==> config.mk <==
export PLATFORM = sky130hd
export DESIGN_NAME = lfd_regs
export DESIGN_NICKNAME = d
export VERILOG_FILES = /design/src/lfd_pkg.sv /design/src/lfd_regs.sv /design/src/lfd_thresh.sv
export VERILOG_INCLUDE_DIRS = /design/src
export SDC_FILE = /design/constraint.sdc
export NUM_CORES = 1
export LEC_CHECK = 0
export BUFFER_PORTS_ARGS = -buffer_cell sky130_fd_sc_hd__buf_2
export CAP_MARGIN = 20
export CORE_MARGIN = 3
export CORE_UTILIZATION = 35
export CTS_CLUSTER_DIAMETER = 80
export DETAILED_ROUTE_END_ITERATION = 6
export GPL_TIMING_DRIVEN = 1
export MAX_ROUTING_LAYER = met4
export PLACE_DENSITY_LB_ADDON = 0.05
export SLEW_MARGIN = 20
export SYNTH_ARGS = -nofsm -noshare
export SYNTH_HDL_FRONTEND = slang
export SYNTH_SLANG_ARGS = --single-unit
==> constraint.sdc <==
create_clock -name clk_sys -period 3.4 [get_ports clk_sys]
set_clock_uncertainty 0.15 [all_clocks]
set_input_delay 0.51 -clock clk_sys [delete_from_list [all_inputs] [get_ports clk_sys]]
set_output_delay 0.51 -clock clk_sys [all_outputs]
set_load 0.02 [all_outputs]
==> src/lfd_defines.svh <==
`ifndef LFD_DEFINES_SVH
`define LFD_DEFINES_SVH

// Bus geometry
`define LFD_DATA_W 32
`define LFD_REG_W 8
`define LFD_WORD_LSB 2
`define LFD_IDX_W 7
`define LFD_ALIGN_OK 2'h0

// Register indexes; byte address is four times the index
`define LFD_IDX_NORM_ZERO 7'h61
`define LFD_IDX_NORM_POLE 7'h62
`define LFD_IDX_NORM_HIGH 7'h63
`define LFD_IDX_LIGHT_LOW 7'h64
`define LFD_IDX_LIGHT_ZERO 7'h65
`define LFD_IDX_LIGHT_POLE 7'h66
`define LFD_IDX_LIGHT_HIGH 7'h67
`define LFD_IDX_DT_THRESH 7'h68
`define LFD_IDX_FIRST 7'h61
`define LFD_NUM_REGS 8

// Position of each register within the bank
`define LFD_POS_NORM_ZERO 0
`define LFD_POS_NORM_POLE 1
`define LFD_POS_NORM_HIGH 2
`define LFD_POS_LIGHT_LOW 3
`define LFD_POS_LIGHT_ZERO 4
`define LFD_POS_LIGHT_POLE 5
`define LFD_POS_LIGHT_HIGH 6
`define LFD_POS_DT_THRESH 7

// Reset values
`define LFD_RST_REG 8'h00
`define LFD_RST_WORD 32'h0000_0000

// Threshold field layout
`define LFD_THR_MSB 2
`define LFD_THR_LSB 0
`define LFD_THR_ZERO 3'h0

// Gain scale: 0.3 dB per step over 20 dB, in millidecibels
`define LFD_GAIN_STEP_MDB 300
`define LFD_GAIN_SPAN_MDB 20000

`endif

==> src/lfd_pkg.sv <==
package lfd_pkg;

  typedef enum logic [1:0] {
    LFD_RNG_37M5 = 2'h0,
    LFD_RNG_75M = 2'h1,
    LFD_RNG_150M = 2'h2
  } lfd_range_t;

  typedef enum logic [1:0] {
    LFD_ST_IDLE = 2'h0,
    LFD_ST_ACK = 2'h1
  } lfd_state_t;

  typedef struct packed {
    logic [7:0] lowGain;
    logic [7:0] zero;
    logic [7:0] pole;
    logic [7:0] highGain;
  } lfd_coef_t;

endpackage

==> src/lfd_regs.sv <==
`timescale 1ns/1ps
`include "lfd_defines.svh"

module lfd_regs #(
  parameter int ADDR_W = 12,
  parameter int SENSE_W = 16
) (
  // Clock and reset
  input wire logic clk_sys,
  input wire logic rstn,
  // APB slave
  input wire logic [ADDR_W-1:0] paddr,
  input wire logic psel,
  input wire logic penable,
  input wire logic pwrite,
  input wire logic [31:0] pwdata,
  input wire logic [3:0] pstrb,
  output logic [31:0] prdata,
  output logic pready,
  output logic pslverr,
  // Operating conditions
  input wire logic lightLoad,
  input wire logic [1:0] senseRange,
  input wire logic [SENSE_W-1:0] senseLevel,
  input wire logic [7:0] normLowGain,
  // Filter and dead-time controls
  output lfd_pkg::lfd_coef_t coef,
  output logic deadtimeOffsetEn
);

  localparam int NREG = `LFD_NUM_REGS;

  // Register bank
  logic [7:0] regs_q [NREG];

  // Bus handshake state
  lfd_pkg::lfd_state_t state_q;
  lfd_pkg::lfd_state_t state_d;
  logic pready_q;
  logic pslverr_q;
  logic pslverr_d;
  logic [31:0] prdata_q;
  logic [31:0] prdata_d;

  // Outputs to the loop
  lfd_pkg::lfd_coef_t coef_q;
  lfd_pkg::lfd_coef_t coef_d;
  logic offsetEn_q;

  // Address decode
  wire logic [`LFD_IDX_W-1:0] wordIdx =
    paddr[`LFD_WORD_LSB +: `LFD_IDX_W];
  wire logic [`LFD_IDX_W-1:0] relIdx =
    `LFD_IDX_W'(wordIdx - `LFD_IDX_FIRST);
  wire logic upperZero =
    (paddr >> (`LFD_WORD_LSB + `LFD_IDX_W)) == '0;
  wire logic aligned = paddr[1:0] == `LFD_ALIGN_OK;
  wire logic inRange = wordIdx >= `LFD_IDX_FIRST &&
    relIdx < `LFD_IDX_W'(NREG);
  wire logic regHit = inRange && aligned && upperZero;
  wire logic [2:0] regSel = relIdx[2:0];

  // Access phase seen for the first time
  wire logic accStart = psel && penable &&
    state_q == lfd_pkg::LFD_ST_IDLE;
  // Transfer completes at this edge
  wire logic accDone = psel && penable && pready_q;
  wire logic wrEn = accDone && pwrite && regHit && !pslverr_q &&
    pstrb[0];
  wire logic [7:0] rdByte = regs_q[regSel];

  // Named views of the bank
  wire logic [7:0] normZero = regs_q[`LFD_POS_NORM_ZERO];
  wire logic [7:0] normPole = regs_q[`LFD_POS_NORM_POLE];
  wire logic [7:0] normHigh = regs_q[`LFD_POS_NORM_HIGH];
  wire logic [7:0] lightLow = regs_q[`LFD_POS_LIGHT_LOW];
  wire logic [7:0] lightZero = regs_q[`LFD_POS_LIGHT_ZERO];
  wire logic [7:0] lightPole = regs_q[`LFD_POS_LIGHT_POLE];
  wire logic [7:0] lightHigh = regs_q[`LFD_POS_LIGHT_HIGH];
  wire logic [7:0] dtThresh = regs_q[`LFD_POS_DT_THRESH];
  wire logic [2:0] thrCode = dtThresh[`LFD_THR_MSB:`LFD_THR_LSB];

  // One wait state: pready rises in the second access cycle
  always_comb begin
    state_d = state_q;
    case (state_q)
      lfd_pkg::LFD_ST_IDLE: begin
        if (accStart) begin
          state_d = lfd_pkg::LFD_ST_ACK;
        end
      end
      lfd_pkg::LFD_ST_ACK: begin
        state_d = lfd_pkg::LFD_ST_IDLE;
      end
      default: begin
        state_d = lfd_pkg::LFD_ST_IDLE;
      end
    endcase
  end

  // Read data and error captured with the answer
  always_comb begin
    prdata_d = prdata_q;
    pslverr_d = pslverr_q;
    if (accStart) begin
      prdata_d = `LFD_RST_WORD;
      pslverr_d = !regHit;
      if (regHit && !pwrite) begin
        prdata_d = {24'h00_0000, rdByte};
      end
    end
  end

  always_ff @(posedge clk_sys or negedge rstn) begin
    if (!rstn) begin
      state_q <= lfd_pkg::LFD_ST_IDLE;
      pready_q <= 1'b0;
      pslverr_q <= 1'b0;
      prdata_q <= `LFD_RST_WORD;
    end else begin
      state_q <= state_d;
      pready_q <= accStart;
      pslverr_q <= pslverr_d;
      prdata_q <= prdata_d;
    end
  end

  // Each byte register, reserved bits included, is plain read/write
  genvar gi;
  generate
    for (gi = 0; gi < NREG; gi++) begin : gReg
      wire logic selMe = wrEn && regSel == 3'(gi);
      always_ff @(posedge clk_sys or negedge rstn) begin
        if (!rstn) begin
          regs_q[gi] <= `LFD_RST_REG;
        end else if (selMe) begin
          regs_q[gi] <= pwdata[7:0];
        end
      end
    end
  endgenerate

  // Coefficient set follows the load mode
  always_comb begin
    if (lightLoad) begin
      coef_d.lowGain = lightLow;
      coef_d.zero = lightZero;
      coef_d.pole = lightPole;
      coef_d.highGain = lightHigh;
    end else begin
      coef_d.lowGain = normLowGain;
      coef_d.zero = normZero;
      coef_d.pole = normPole;
      coef_d.highGain = normHigh;
    end
  end

  // Threshold level and comparison
  logic [SENSE_W-1:0] thrLevel;
  logic belowThr;

  lfd_thresh #(
    .SENSE_W(SENSE_W)
  ) uThresh (
    .thrCode(thrCode),
    .senseRange(senseRange),
    .senseLevel(senseLevel),
    .thrLevel(thrLevel),
    .belowThr(belowThr)
  );

  always_ff @(posedge clk_sys or negedge rstn) begin
    if (!rstn) begin
      coef_q <= '0;
      offsetEn_q <= 1'b0;
    end else begin
      coef_q <= coef_d;
      offsetEn_q <= belowThr;
    end
  end

  assign prdata = prdata_q;
  assign pready = pready_q;
  assign pslverr = pslverr_q;
  assign coef = coef_q;
  assign deadtimeOffsetEn = offsetEn_q;

  // Checks stay off until one edge after reset release
  logic chkArm_q;

  always_ff @(posedge clk_sys or negedge rstn) begin
    if (!rstn) begin
      chkArm_q <= 1'b0;
    end else begin
      chkArm_q <= 1'b1;
    end
  end
endmodule

==> src/lfd_thresh.sv <==
`timescale 1ns/1ps
`include "lfd_defines.svh"

module lfd_thresh #(
  parameter int SENSE_W = 16
) (
  // Threshold setting
  input wire logic [2:0] thrCode,
  input wire logic [1:0] senseRange,
  // Sensed current, 10 uV units
  input wire logic [SENSE_W-1:0] senseLevel,
  // Result
  output logic [SENSE_W-1:0] thrLevel,
  output logic belowThr
);

  // Threshold levels per range, 10 uV units
  localparam logic [15:0] LVL_37M5 [8] = '{
    16'h0000, 16'h0186, 16'h030C, 16'h0492,
    16'h060E, 16'h079E, 16'h092E, 16'h0A8C};
  localparam logic [15:0] LVL_75M [8] = '{
    16'h0000, 16'h030C, 16'h0618, 16'h092E,
    16'h0C1C, 16'h0F3C, 16'h125C, 16'h1518};
  localparam logic [15:0] LVL_150M [8] = '{
    16'h0000, 16'h0618, 16'h0C35, 16'h125C,
    16'h186A, 16'h1E78, 16'h24B8, 16'h2A94};

  wire logic [15:0] lvl37 = LVL_37M5[thrCode];
  wire logic [15:0] lvl75 = LVL_75M[thrCode];
  wire logic [15:0] lvl150 = LVL_150M[thrCode];
  wire logic isR37 = senseRange == lfd_pkg::LFD_RNG_37M5;
  wire logic isR75 = senseRange == lfd_pkg::LFD_RNG_75M;

  // Level scales with the current-sense range; code zero is zero
  wire logic [15:0] lvlSel =
    isR37 ? lvl37 : (isR75 ? lvl75 : lvl150);

  assign thrLevel = SENSE_W'(lvlSel);
  // Offsets apply strictly below the level
  assign belowThr = senseLevel < thrLevel;

endmodule

==> results.md <==
* Yosys reg bits at between 100 and 150
* CP max FO at 10
* DIE AREA at ~19,000 um^2
* Peak VDD IR at between 0.2 and 0.25 mV
* Dominant synthesized flop cell: dfrtp_1
* PwrDens at 369 nW/um^2
* Slowest stage cell, crit path: dfrtp_1
* Sequential cell area fraction in the yosys report at between 40% and 50%
* CTS Buf Count at 9
* Post-synth EDFFs at 0
* Nature of the critical path endpoint: register
* Fmax at approximately 350 MHz
* Synthesized cell area at just under 6000 um^2
* Syn avg cell area at roughly 14 um^2
* Slew headroom at 44.7%
* CP Class: register to register
* Vias at between 3,000 and 4,000
* CTS tree: built
* First-pass GRT wire length at between 20 and 25 mm
* Final instance area at 6930 um^2
* Worst R2R Path Depth at 11
* Sequence of cells on the critical path: inv_1, ha_1, mux2_2, a21oi_1, nor2_1, a21oi_1, ha_1, a211oi_1, o211ai_1, o211ai_1, o211a_1
* Mapped Cells at ~430
* Area post-placement at ~6600 um^2
* # Post-CTS Setup Buffers at 0
* Final-report setup violation count at 0
* Worst hold path type: input pin to async pin
* DRC Markers at 0
* Clock-pin slew on the worst setup and hold paths at ~0.080 ns
* Starting Density at approximately 36%
* Overall Power at 2.56 mW
* CTS resizes at 0
* Post-Route Setup TNS at 0 ns
* Rows at 47
* Final core utilization at 41.8%
* DRT antenna net count at 0
* Status: finished, final reports clean
* R2R Path Start: dtThresh[1]
* Area occupied by multi-input gates at between 2000 and 3000 um^2
* Register Area at roughly 2700 um^2
* Slew Limit Fails at 0
* Post-Place Cells at 738
* Total GRT Usage at approximately 16%
* R2R Setup Slk at a little over 0.5 ns
* I/O Pins at roughly 150
* Initial DRC Count at about 220
* Worst path arrival time at 3.04 ns
* Fin crit share at 85.2%
* GPL Wtd Cong at around 0.72
* Final wirelength at ~14 mm
* DP HPWL at between 9 and 10 mm
* Min Tclk post-route at 2.90 ns
* Antenna cell count at 0
* Vias in the first global route at between 3,000 and 4,000
* Vias per cell at approximately 5
* Yosys warnings at 0
* Nets at around 640
* DIE WIDTH at 136 um
* Drt pass-1 iters at 4
* Largest net degree at the start of global routing at 66
* Fillers at 1,599
* Clock root cell: clkbuf_16
* Leakage at approximately 3.4 nW
* CTS Hold Buffers Added at 0
* Worst Setup Start Kind: register
* CP max stage delay at ~0.57 ns
* Share of cells above drive strength 1 at roughly 47%
* IO buf count at 95
* Worst skew pair latency at 0.35 ns
* Initial antenna violation count at 0
* Final hold violation count at 0
* Layout Cells excl Fill at ~750
* CTS sink cnt at 108
* Unrepaired setup endpoints after global routing: false
* H-tree depth at 3
* Die Y at ~140 um
* Area Overhead vs Synth at 16.5%
* Grt ovf at 0
* Deepest clock path buffer count at 2
* R2r endpoint: deadtimeOffsetEn
* Critical Path RT at ~3.5 ns
* Worst-margin pin slew at slightly above 0.8 ns
* Post-DR wirelength/cell at ~19 um
* Max cap viols at 0
* Core area at roughly 17,000 um^2
* Ys async rst share at 100%
* Synth cell types at 50
## cell usage in the layout, fill, tap and decap left out, drive strengths merged, types with 2 or more instances in the layout
cell / instances
nor2: 8
o211ai: 2
nand3: 5
dfrtp: 108
mux2: 100
mux4: 17
a21o: 3
ha: 26
inv: 16
nand2b: 5
a211oi: 3
buf: 113
clkinv: 3
a21oi: 13
clkinvlp: 2
nand2: 20
o21ai: 6
conb: 24
o41ai: 8
clkbuf: 9
nor3: 3
nand4: 3
nor2b: 2
mux2i: 11
a2111oi: 9
## layer usage
metal	share of wire, %	global-route usage (%)	up-vias
met3	4.0	3.00	10
li1	-	-	1751
met1	47	22.3	1900
met4	1.0	4.37	0
met2	48	25.6	97
met5	0	-	-
## worst max path at each step
stage,start,endpoint,slack (ns),cells past startpoint
2_1_floorplan,paddr[2],normZero[0],0.08,9
3_3_place_gp,dtThresh[1],deadtimeOffsetEn,0.55,11
3_5_place_dp,paddr[2],lightLow[3],0.54,7
4_1_cts,dtThresh[1],deadtimeOffsetEn,0.50,11
5_1_grt,dtThresh[1],deadtimeOffsetEn,0.30,11
6_report,dtThresh[1],deadtimeOffsetEn,0.50,11
## stage by stage
stage	hold slack, ns	worst slack [ns]
CTS	0.0215	0.503
detailed placement	0.307	0.544
floorplan	0.0644	0.0797
global placement	0.310	0.545
finish	0.0103	0.503
global route	0.0376	0.300
## state kept, by name, indices dropped and copies added (netlist names)
| signal | flops |
|---|---|
| lightPole | 8 |
| deadtimeOffsetEn | 1 |
| lightZero | 8 |
| lightHigh | 8 |
| prdata | 8 |
| normZero | 8 |
| pslverr | 1 |
| state_q | 1 |
| pready | 1 |
| normPole | 8 |
| coef | 32 |
| dtThresh | 8 |
| lightLow | 8 |
| normHigh | 8 |
## cell families after synthesis
kind of cell / after synthesis / share of synthesized area, %
xor+xnor: 1 / 0.147
simple gates: 53 / 4.84
buf+inv: 61 / 5.70
flops: 108 / 45.4
fa+ha+maj: 26 / 5.47
mux: 128 / 29.6
compound gates: 51 / 8.73
other cells: 1 / 0.0630
## cells in the mapped netlist, types with 2 or more instances
master,count,area share (%)
dfrtp_1,108,45
mux2_2,67,13
mux2_4,32,8.1
ha_1,26,5.5
buf_4,24,3.0
nand2_1,20,1.3
a21oi_1,13,1.1
clkbuf_1,13,0.82
inv_1,12,0.76
mux2i_1,11,1.9
mux4_2,11,4.2
a2111oi_4,8,3.7
nor2_1,8,0.50
o41ai_1,8,1.2
mux4_1,6,2.7
nand2b_1,5,0.53
nand3_1,5,0.42
o21ai_0,5,0.42
buf_1,4,0.25
buf_2,4,0.34
a211oi_1,3,0.38
a21o_1,3,0.38
buf_6,2,0.38
nand4_1,2,0.21
nor2b_1,2,0.21
nor3_1,2,0.17
o211ai_1,2,0.25
## layout make-up
| type | count | area share [%] |
|---|---|---|
| clock buffer | 9 | 3.25 |
| inverter | 14 | 0.758 |
| clock inverter | 7 | 0.830 |
| timing repair buffer | 113 | 9.03 |
| multi-input combinational | 283 | 43.2 |
| tap | 220 | 3.97 |
| sequential | 108 | 39.0 |
## worst max-delay path: cells and delay by family, from the launching register on
kind	cells	cell delay, ns
and+or+nand+nor	1	0.06
AOI/OAI and AO/OA	6	1.13
adders and majority gates	2	0.50
DFF	1	0.57
buffers and inverters	1	0.17
muxes	1	0.26
## where the power goes
part	switching [mW]	internal [mW]
Combinational	0.161	0.0818
Clock	0.515	0.508
Sequential	0.00172	1.29
Total	0.677	1.88
Note: power is estimated with default switching activity, not from simulation.
